File: config.mk
export PLATFORM = sky130hd
export DESIGN_NAME = output_status_logic
export DESIGN_NICKNAME = d
export VERILOG_FILES = /design/src/include/status_pkg.sv /design/src/logic/combined_unit.sv /design/src/logic/output_status_logic.sv
export SDC_FILE = /design/constraint.sdc
export NUM_CORES = 1
export LEC_CHECK = 0
export BUFFER_PORTS_ARGS = -buffer_cell sky130_fd_sc_hd__buf_2
export CORE_MARGIN = 2
export CORE_UTILIZATION = 37
export DETAILED_ROUTE_END_ITERATION = 16
export SYNTH_ARGS = -nofsm -noshare
export SYNTH_HDL_FRONTEND = slang
export SYNTH_HIERARCHICAL = 1
export SYNTH_SLANG_ARGS = --single-unit
File: constraint.sdc
create_clock -name clk -period 4.75 [get_ports clk]
set_input_delay 0 -clock clk [delete_from_list [all_inputs] [get_ports clk]]
set_output_delay 0 -clock clk [all_outputs]
set_load 0.1 [all_outputs]
File: src/include/status_pkg.sv
// Purpose: constants and types for the output status logic
// Assumes: one 50 MHz clock, synchronous active-high reset
// Notes: option codes select the function driven onto a terminal
//
// What this block does
// RL1 - Two operands, one operator: AND, OR, XOR
// RL2 - Operands exclude the three combined outputs
// RL3 - Three combined outputs, option codes 33-35
// RL4 - Output high exactly when operation gives one
// RL5 - Any terminal may carry a combined result
// RL6 - Option 39 flags expired capacitor life
// RL7 - Option 40 flags fan at 75 percent
// RL8 - Fan control setting 01 suppresses fan warning
// RL9 - Both warnings readable as monitor item
// RL10 - Starting contact ignores run command source
// RL11 - Contact on for one or no command
// RL12 - Both commands: stop motor, contact off
// RL13 - Combined outputs evaluated and registered each cycle
package status_pkg;

   // Signal set width: codes 0..63
   localparam int SIG_W = 6;
   localparam int NUM_SIGS = 64;
   localparam int NUM_TERMS = 3; // two transistor outputs and the relay

   // Option codes
   localparam logic [5:0] OPT_COMBINED_ONE = 6'h21;   // 33
   localparam logic [5:0] OPT_COMBINED_TWO = 6'h22;   // 34
   localparam logic [5:0] OPT_COMBINED_THREE = 6'h23; // 35
   localparam logic [5:0] OPT_CAP_WARN = 6'h27;       // 39
   localparam logic [5:0] OPT_FAN_WARN = 6'h28;       // 40
   localparam logic [5:0] OPT_START_CONTACT = 6'h29;  // 41

   // Fan speed threshold, percent of full speed
   localparam int FAN_PCT = 75;
   localparam logic [1:0] FAN_CTRL_SUPPRESS = 2'h1;
   localparam logic [1:0] FAN_CTRL_RESET = 2'h0;

   // Register map
   localparam logic [3:0] ADDR_COMB_ONE = 4'h0;
   localparam logic [3:0] ADDR_COMB_TWO = 4'h1;
   localparam logic [3:0] ADDR_COMB_THREE = 4'h2;
   localparam logic [3:0] ADDR_TERM_SEL = 4'h3;
   localparam logic [3:0] ADDR_FAN_CTRL = 4'h4;
   localparam logic [3:0] ADDR_MONITOR = 4'h5;
   localparam logic [3:0] ADDR_TERM_STATE = 4'h6;

   // Combined output config field positions
   localparam int CFG_A_LSB = 0;
   localparam int CFG_B_LSB = 8;
   localparam int CFG_OP_LSB = 16;
   localparam logic [31:0] CFG_RESET = 32'h0000_0000;
   localparam logic [17:0] TERM_SEL_RESET = 18'h00000;

   typedef enum logic [1:0] {
      OP_AND = 2'h0,
      OP_OR = 2'h1,
      OP_XOR = 2'h2
   } comb_op_t;

   typedef struct packed {
      comb_op_t op;
      logic [SIG_W-1:0] sel_b;
      logic [SIG_W-1:0] sel_a;
   } comb_cfg_t;

   typedef struct packed {
      logic fan_warn;
      logic cap_warn;
   } life_warn_t;

endpackage : status_pkg

File: src/logic/combined_unit.sv
// Purpose: one combined logic output
// Assumes: operand vector excludes combined outputs
// Notes: result registered once per clock
`timescale 1ns/100ps
module combined_unit
   import status_pkg::*;
(
   input wire logic clk,
   input wire logic srst,
   input wire comb_cfg_t cfg,
   input wire logic [NUM_SIGS-1:0] sigs,
   output logic result
);
   logic op_a;
   logic op_b;
   logic result_next;

   // Operand pick and operator
   always_comb begin
      op_a = sigs[cfg.sel_a]; // RL1
      op_b = sigs[cfg.sel_b];
      case (cfg.op)
         OP_AND: result_next = op_a & op_b; // RL4
         OP_OR: result_next = op_a | op_b;
         OP_XOR: result_next = op_a ^ op_b;
         default: result_next = 1'b0; // Unused code keeps output off
      endcase
   end

   // One register stage before the terminal mux
   always_ff @(posedge clk) begin
      if (srst) begin
         result <= 1'b0;
      end else begin
         result <= result_next; // RL13
      end
   end
endmodule : combined_unit

File: src/logic/output_status_logic.sv
// Purpose: terminal status functions of the drive
// Assumes: inputs synchronous to clk; plain register port
// Notes: other output functions arrive on other_sigs
//
// The strobed register port and the address map are this design's own decisions.
`timescale 1ns/100ps
module output_status_logic
   import status_pkg::*;
#(
   parameter int FAN_SPEED_W = 16
) (
   input wire logic clk,
   input wire logic srst,
   input wire logic [3:0] addr,
   input wire logic [31:0] wdata,
   input wire logic wr,
   input wire logic rd,
   output logic [31:0] rdata,
   input wire logic [NUM_SIGS-1:0] other_sigs,
   input wire logic cap_life_expired,
   input wire logic [FAN_SPEED_W-1:0] fan_speed,
   input wire logic [FAN_SPEED_W-1:0] fan_full_speed,
   input wire logic forward_run_command,
   input wire logic reverse_run_command,
   output logic [NUM_TERMS-1:0] terminal_out,
   output logic motor_stop,
   output logic starting_contact
);
   // Refuse widths the scaled speed compare cannot hold
   if (FAN_SPEED_W < 2 || FAN_SPEED_W > 24) begin : g_bad_width
      $error("FAN_SPEED_W out of range");
   end

   ////////////////////////////////////////////////////////////////////
   // Configuration registers

   comb_cfg_t comb_cfg_reg [3];
   logic [17:0] term_sel_reg;
   logic [1:0] fan_control_setting_reg;

   // Software writes, one register per strobe
   always_ff @(posedge clk) begin
      if (srst) begin
         for (int i = 0; i < 3; i++) begin
            comb_cfg_reg[i] <= comb_cfg_t'(CFG_RESET[$bits(comb_cfg_t)-1:0]);
         end
         term_sel_reg <= TERM_SEL_RESET;
         fan_control_setting_reg <= FAN_CTRL_RESET;
      end else if (wr) begin
         case (addr)
            ADDR_COMB_ONE, ADDR_COMB_TWO, ADDR_COMB_THREE: begin
               comb_cfg_reg[addr[1:0]] <= '{op: comb_op_t'(wdata[CFG_OP_LSB +: 2]),
                  sel_b: wdata[CFG_B_LSB +: SIG_W], sel_a: wdata[CFG_A_LSB +: SIG_W]};
            end
            ADDR_TERM_SEL: term_sel_reg <= wdata[17:0];
            ADDR_FAN_CTRL: fan_control_setting_reg <= wdata[1:0];
            default: ;
         endcase
      end
   end

   ////////////////////////////////////////////////////////////////////
   // Lifetime warnings

   life_warn_t warn_reg;
   logic fan_slow;
   logic [FAN_SPEED_W+6:0] speed_scaled;
   logic [FAN_SPEED_W+6:0] full_scaled;

   // Multiply instead of divide: speed*100 <= full*75
   assign speed_scaled = (FAN_SPEED_W+7)'(fan_speed) * (FAN_SPEED_W+7)'(100);
   assign full_scaled = (FAN_SPEED_W+7)'(fan_full_speed) * (FAN_SPEED_W+7)'(FAN_PCT);
   assign fan_slow = speed_scaled <= full_scaled; // RL7

   always_ff @(posedge clk) begin
      if (srst) begin
         warn_reg <= '0;
      end else begin
         warn_reg.cap_warn <= cap_life_expired; // RL6
         // Stopped fan is expected when the control setting allows it
         warn_reg.fan_warn <= fan_slow && (fan_control_setting_reg != FAN_CTRL_SUPPRESS); // RL8
      end
   end

   ////////////////////////////////////////////////////////////////////
   // Starting contact and run conflict

   logic both_cmds;
   assign both_cmds = forward_run_command & reverse_run_command;

   // Source setting is not consulted at all
   always_ff @(posedge clk) begin
      if (srst) begin
         starting_contact <= 1'b1;
         motor_stop <= 1'b0;
      end else begin
         starting_contact <= ~both_cmds; // RL10 RL11
         motor_stop <= both_cmds; // RL12
      end
   end

   ////////////////////////////////////////////////////////////////////
   // Combined outputs

   logic [NUM_SIGS-1:0] operand_sigs;
   logic [NUM_SIGS-1:0] all_sigs;
   logic [2:0] comb_result;

   // Own functions overlay the external set; combined codes forced low
   always_comb begin
      operand_sigs = other_sigs;
      operand_sigs[OPT_CAP_WARN] = warn_reg.cap_warn;
      operand_sigs[OPT_FAN_WARN] = warn_reg.fan_warn;
      operand_sigs[OPT_START_CONTACT] = starting_contact;
      operand_sigs[OPT_COMBINED_ONE] = 1'b0; // RL2
      operand_sigs[OPT_COMBINED_TWO] = 1'b0;
      operand_sigs[OPT_COMBINED_THREE] = 1'b0;
   end

   genvar g;
   generate
      for (g = 0; g < 3; g++) begin : g_comb
         combined_unit u_comb (
            .clk(clk),
            .srst(srst),
            .cfg(comb_cfg_reg[g]),
            .sigs(operand_sigs),
            .result(comb_result[g])
         ); // RL1 RL3
      end
   endgenerate

   // Terminal view includes combined results at their codes
   always_comb begin
      all_sigs = operand_sigs;
      all_sigs[OPT_COMBINED_ONE] = comb_result[0]; // RL3
      all_sigs[OPT_COMBINED_TWO] = comb_result[1];
      all_sigs[OPT_COMBINED_THREE] = comb_result[2];
   end

   ////////////////////////////////////////////////////////////////////
   // Terminal selection

   logic [NUM_TERMS-1:0] term_pick;

   // Each terminal picks one code from the full function set
   generate
      for (g = 0; g < NUM_TERMS; g++) begin : g_term
         assign term_pick[g] = all_sigs[term_sel_reg[g*SIG_W +: SIG_W]]; // RL5
      end
   endgenerate

   // One process owns all terminal bits, so no bit has two writers
   always_ff @(posedge clk) begin
      if (srst) begin
         terminal_out <= '0;
      end else begin
         terminal_out <= term_pick;
      end
   end

   ////////////////////////////////////////////////////////////////////
   // Read port, data in the cycle after the strobe

   always_ff @(posedge clk) begin
      if (srst) begin
         rdata <= 32'h0000_0000;
      end else if (rd) begin
         case (addr)
            ADDR_COMB_ONE, ADDR_COMB_TWO, ADDR_COMB_THREE: begin
               rdata <= {14'h0000, comb_cfg_reg[addr[1:0]].op, 2'h0,
                  comb_cfg_reg[addr[1:0]].sel_b, 2'h0, comb_cfg_reg[addr[1:0]].sel_a};
            end
            ADDR_TERM_SEL: rdata <= {14'h0000, term_sel_reg};
            ADDR_FAN_CTRL: rdata <= {30'h00000000, fan_control_setting_reg};
            ADDR_MONITOR: rdata <= {30'h00000000, warn_reg}; // RL9
            ADDR_TERM_STATE: rdata <= {26'h0000000, motor_stop, starting_contact,
               comb_result, 1'b0};
            default: rdata <= 32'h0000_0000; // Unmapped reads zero
         endcase
      end else begin
         rdata <= 32'h0000_0000; // Data valid only in the answer cycle
      end
   end
endmodule : output_status_logic

### Word-level counts from Yosys, hierarchy flattened

Memories as Yosys holds them, arrays and structs flattened.
Index checks and enable logic that the tools add are counted.
W data, S select, Z words.

| storage, ports and cells | value |
|---|---|
| memories | 1 |
| output and inout port bits | 37 |
| input bits | 139 |
| memory bits (writable) | 42 |
| logic and storage cells | 90 |
| register bits | 62 |

Memories:

| memory | words | bits a word | read ports | clocked after memory_dff | write ports | RTL line | RTL |
|---|---|---|---|---|---|---|---|
| comb_cfg_reg | 3 | 14 | 4 | 0 | 3 | output_status_logic.sv:37 | `comb_cfg_t comb_cfg_reg [3];` |

| cells by class | value |
|---|---|
| mux-type cells | 31 |
| $lt $le $gt $ge | 10 |
| $mul | 2 |
| reductions and logical operators | 10 |
| bitwise operators | 12 |
| equal/unequal tests | 13 |

Operators by type and width:

| kind | count |
|---|---|
| $pmux W18 S5 | 1 |
| $lt A6 B7 Y1 const B | 9 |
| $bmux W1 S6 | 9 |
| $le A23 B23 Y1 | 1 |
| $mul A16 B7 Y23 const B | 1 |
| $mul A16 B5 Y21 const B | 1 |
| $mux W1 | 16 |
| $mux W14 | 1 |
| $reduce_or A14 Y1 | 1 |
| $eq A4 B3 Y1 const B | 3 |
| $pmux W1 S3 | 3 |
| $eq A4 B2 Y1 const B | 2 |
| $eq A2 B1 Y1 const B | 3 |
| $eq A2 B2 Y1 const B | 3 |
| $logic_not A2 Y1 | 3 |
| $and A1 B1 Y1 | 4 |
| $eq A4 B1 Y1 const B | 1 |
| $logic_not A4 Y1 | 1 |
| $reduce_and A2 Y1 | 2 |
| $or A1 B1 Y1 | 3 |
| $reduce_or A3 Y1 | 1 |
| $xor A1 B1 Y1 | 3 |
| $mux W2 | 1 |
| $ne A2 B1 Y1 const B | 1 |
| 3 further kinds | 4 |

### Depth between registers and ports, before layout

| logic depth | value |
|---|---|
| depth after elaboration | 8 |
| gate-level depth with buffers | 22 |
| mapped depth without buffers | 22 |

### Cells and area by module

Netlist, hierarchy kept.

Modules (own cells, without submodules):

| module | cells an instance | sequential area each (µm²) | times used | area each (µm²) |
|---|---|---|---|---|
| output_status_logic | 837 | 2162.1 | 1 | 8931.1 |
| combined_unit | 88 | 20.0 | 3 | 1295.0 |

### Worst setup path after synthesis

OpenSTA, ideal clock, no wires.

| timing | value |
|---|---|
| path kind | input to register |
| start point | input port fan_full_speed[4] |
| end point | register warn_reg, in the netlist all_sigs[40] |
| stages | 22 |
| library setup time | 95 ps |
| path slack | 497 ps |
| data arrival time | 4158 ps |
| data required time | 4655 ps |
| path buffers | 0 |
| cell sequence | ha_1 ha_1 inv_1 fa_1 inv_1 fa_1 ha_1 o21a_1 o211a_1 a221o_1 nand2b_1 nand2_1 a21oi_1 xor2_1 ha_1 a21o_1 a21o_1 a21oi_1 nor2_1 a211oi_1 o31ai_1 a221oi_1 |

| between the ends | value |
|---|---|
| word-level cells in the longest chain between the ends | 3 |

Ends and longest elaborated chain:

| element | RTL line | RTL |
|---|---|---|
| from (decl) | output_status_logic.sv:22 | `input wire logic [FAN_SPEED_W-1:0] fan_full_speed,` |
| $mul A16 B7 Y23 | output_status_logic.sv:72 | `assign full_scaled = (FAN_SPEED_W+7)'(fan_full_speed) * (FAN_SPEED_W+7)'(FAN_PCT);` |
| $le A23 B23 Y1 | output_status_logic.sv:73 | `assign fan_slow = speed_scaled <= full_scaled;` |
| $logic_and A1 B1 Y1 | output_status_logic.sv:81 | `warn_reg.fan_warn <= fan_slow && (fan_control_setting_reg != FAN_CTRL_SUPPRESS);` |
| to (decl) | output_status_logic.sv:65 | `life_warn_t warn_reg;` |

No other way between the ends.
A chain may end at the register's enable or synchronous reset.

### Final worst setup path

Same ends and word-level chain as after synthesis.

==> impl_metrics.py <==
metrics = {
    "run_status": {
        "run_status": "complete, no violations",
    },
    "grt": {
        "antenna_found_initial": 2,
        "grt_pass1_vias": 9770,
        "grt_overflow": 0,
        "grt_max_degree": 37,
        "grt_pass1_wl_um": 56500,
        "grt_use_total_pct": 20.2,
    },
    "routing": {
        "routed_via_density": 5.84,
        "wl_um": 36100,
        "vias": 9871,
        "drtIter0Drc": 672,
        "first_pass_iters": 5,
        "routedWlPerCell_um": 21.3,
        "drc": 0,
        "antenna_left": 0,
    },
    "logic_synthesis": {
        "netlist-cell-type-count": 64,
        "synth_seq_area_share_pct": 17.3,
        "synth_edf_count": 42,
        "netlist_top_cells_area": "mux4_2 20%, ha_1 14%, edfxtp_1 9.8%",
        "synth-xor-area-share_pct": 2.12,
        "async_flop_share_pct": 0,
        "synth_top_family_by_area": "multiplexers",
        "synth-compound-area-share_pct": 8.05,
        "synth_largest_area_cell": "mux4_2",
        "ys_ff_latch": 90,
        "synthMuxAreaShare_pct": 36.6,
        "yosys.area_share.simple_pct": 9.21,
        "yosysWarningCount": 6,
        "synth_cells": 1101,
        "yosysTopAreaCellShare_pct": 20.4,
        "syn_avg_cell_area_um2": 11.6,
        "synth_flop_cell": "dfxtp_1",
        "synthAdderAreaFrac_pct": 19.1,
        "netlist_area_um2": 12800,
    },
    "finish": {
        "layout-drive-gt1-share_pct": 24.5,
        "syn2layout_area_growth_pct": 10.0,
        "final_cells": 1691,
        "final_cell_mix": "141 x ha_1, 141 x buf_2, 116 x mux4_2",
        "largest_reg_flops": 42,
        "post-route-util_pct": 41.1,
        "nets": 1544,
    },
    "sta": {
        "hold_viol_final": 0,
        "slew_headroom_pct": 30.2,
        "rsz0062_at_grt": "no",
        "tightest_slew_ns": 1.05,
        "report.final.slew_viol_count": 0,
        "max_freq_ghz": 0.227,
        "setup_tns_ns": 0,
        "finClkSkew_ns": 0.00872,
        "setup_viol": 0,
        "period_needed_ns": 4.40,
        "timing.final.crit_share_pct": 92.7,
        "whs_ns": 0.0241,
    },
    "worst_setup_path": {
        "critPathMostFrequentCell": "ha_1",
        "end_kind": "flip-flop",
        "path_class": "in2reg",
        "cp-start-kind": "input pin",
        "path_max_fanout": 5,
        "arrival_ns": 4.66,
        "cp_cell_sequence": "buf_2 -> ha_1 -> ha_1 -> inv_1 -> fa_1 -> inv_1 -> fa_1 -> ha_1 -> o21a_1 -> o211a_1 -> a221o_1 -> a21oi_1 -> o21ba_2 -> xor2_1 -> ha_1 -> a21o_1 -> a21oi_1 -> nor2_1 -> a211oi_1 -> o31ai_1 -> a221oi_1",
        "crit_required_ns": 5.01,
        "slowest_delay_ns": 0.47,
        "crit_slowest_cell": "fa_1",
    },
    "placement": {
        "dp_cells": 1655,
        "gp_congestion": 0.911,
        "io_buffer_count": 141,
        "dp_hpwl_um": 28500,
    },
    "clocking": {
        "insertion_delay_ns": 0.36,
        "clk_pin_slew_ns": 0.07,
        "cts_sinks": 90,
        "cts_tree": "built",
        "cts-root-buf": "clkbuf_16",
        "cts_buffers": 9,
        "htreeDepth": 3,
        "cts.path.max_buffers": 2,
    },
    "power_and_ir_drop": {
        "sw_frac_of_total_pct": 41.5,
        "p_int_mw": 2.26,
        "ir_drop_mv": 0.264,
        "pwr-share-clk_pct": 18.9,
        "p_switching_mw": 1.61,
        "p_per_area_nw_per_um2": 275,
        "comb_power_share_pct": 56.0,
        "p_leak_nw": 6.12,
        "seq_power_share_pct": 25.1,
    },
    "min_path": {
        "hold_path_class": "in2reg",
    },
    "floorplanning": {
        "ios": 176,
        "start_util_pct": 37.4,
        "dieWidth_um": 190,
        "die-area_um2": 36100,
        "fp.coreArea_um2": 34300,
        "dieHeight_um": 190,
        "rows": 68,
    },
    "run": {
        "max_cap_viol_count": 0,
    },
}
[critical path: cells and delay by family]
| family | cells | cell delay (ns) |
|---|---|---|
| adder cells (fa/ha/maj) | 6 | 2.09 |
| AO/OA/AOI/OAI | 10 | 2.17 |
| buffers and inverters | 3 | 0.22 |
| XOR/XNOR | 1 | 0.15 |
| AND/OR/NAND/NOR | 1 | 0.05 |
[cell families after synthesis]
group | count (synthesis)
compound gates | 159
xor+xnor | 31
fa+ha+maj | 175
buf+inv | 166
flops | 90
mux | 251
other cells | 1
simple gates | 228
[per-layer routing]
| metal | GRT usage, % | part of all wire (%) | vias to the layer above |
|---|---|---|---|
| met3 | 4.69 | 9.5 | 54 |
| met2 | 32.4 | 47 | 458 |
| met5 | 0 | 0.061 | - |
| li1 | - | - | 4455 |
| met4 | 5.10 | 1.8 | 4 |
| met1 | 27.6 | 42 | 4900 |
[through the flow]
stage                     total power, mW  area [um2]  setup slack, ns
after floorplan                      2.63       12900            0.497
after global placement               3.09       13600           0.0505
after detailed placement             3.13       13600          0.00763
after CTS                            3.88       14100            0.363
after global routing                 4.20       14100            0.103
final                                3.87       14100            0.345
[path summary, 6_finish.rpt]
kind / startpoint / end / slack (ns) / cells after the start
min: reverse_run_command / starting_contact$_SDFF_PP1_ / 0.02 / 3
max: fan_full_speed[4] / all_sigs[40]$_SDFF_PP0_ / 0.35 / 21
max reg2reg: comb_cfg_reg[0][6]$_SDFFCE_PN0P_ / g_comb[0].u_comb/result$_SDFF_PP0_ / 1.51 / 10
min reg2reg: term_sel_reg[3]$_SDFFE_PP0P_ / term_sel_reg[3]$_SDFFE_PP0P_ / 0.52 / 2
[cell usage after synthesis, types with 5 or more instances]
cell / count
xor2_1: 20
clkbuf_1: 17
dfxtp_1: 48
mux2i_1: 86
nand2_1: 62
nand3b_1: 6
nor2_1: 43
ha_1: 141
a211oi_1: 11
nand2b_1: 6
inv_1: 88
mux4_2: 116
buf_12: 6
clkbuf_8: 6
edfxtp_1: 42
nor2b_1: 16
mux4_1: 44
fa_1: 34
o21ai_0: 26
buf_4: 19
xnor2_1: 11
mux2_2: 5
buf_6: 8
nand3_1: 15
and2_1: 49
buf_2: 15
a21o_1: 18
nand4_1: 5
a21oi_1: 60
[timing repair]
| item | 4_1_cts | 5_1_grt |
|---|---|---|
| gates resized for setup | 0 | 0 |
| endpoints found under the setup margin | 0 | 0 |
| hold endpoints to repair | 59 | 0 |
| buffers inserted | 0 | 0 |
| hold buffers | 19 | 0 |
[power groups by stage]
| stage | clock (mW) | sequential [mW] | combinational [mW] |
|---|---|---|---|
| final | 0.732 | 0.971 | 2.17 |
| after global routing | 0.772 | 0.980 | 2.45 |
| after global placement | 0 | 0.983 | 2.11 |
| after detailed placement | 0 | 0.987 | 2.14 |
| after floorplan | 0 | 0.926 | 1.71 |
| after CTS | 0.740 | 0.969 | 2.17 |
[cell type report]
type / instances / area [um2]
fill: 3261 / 20200
multi-input combinational: 876 / 9740
sequential: 90 / 2220
timing repair buffer: 165 / 933
tap: 455 / 569
inverter: 88 / 330
clock buffer: 9 / 225
clock inverter: 7 / 78.8
antenna: 1 / 2.50
(Power assumes the default switching activity.)
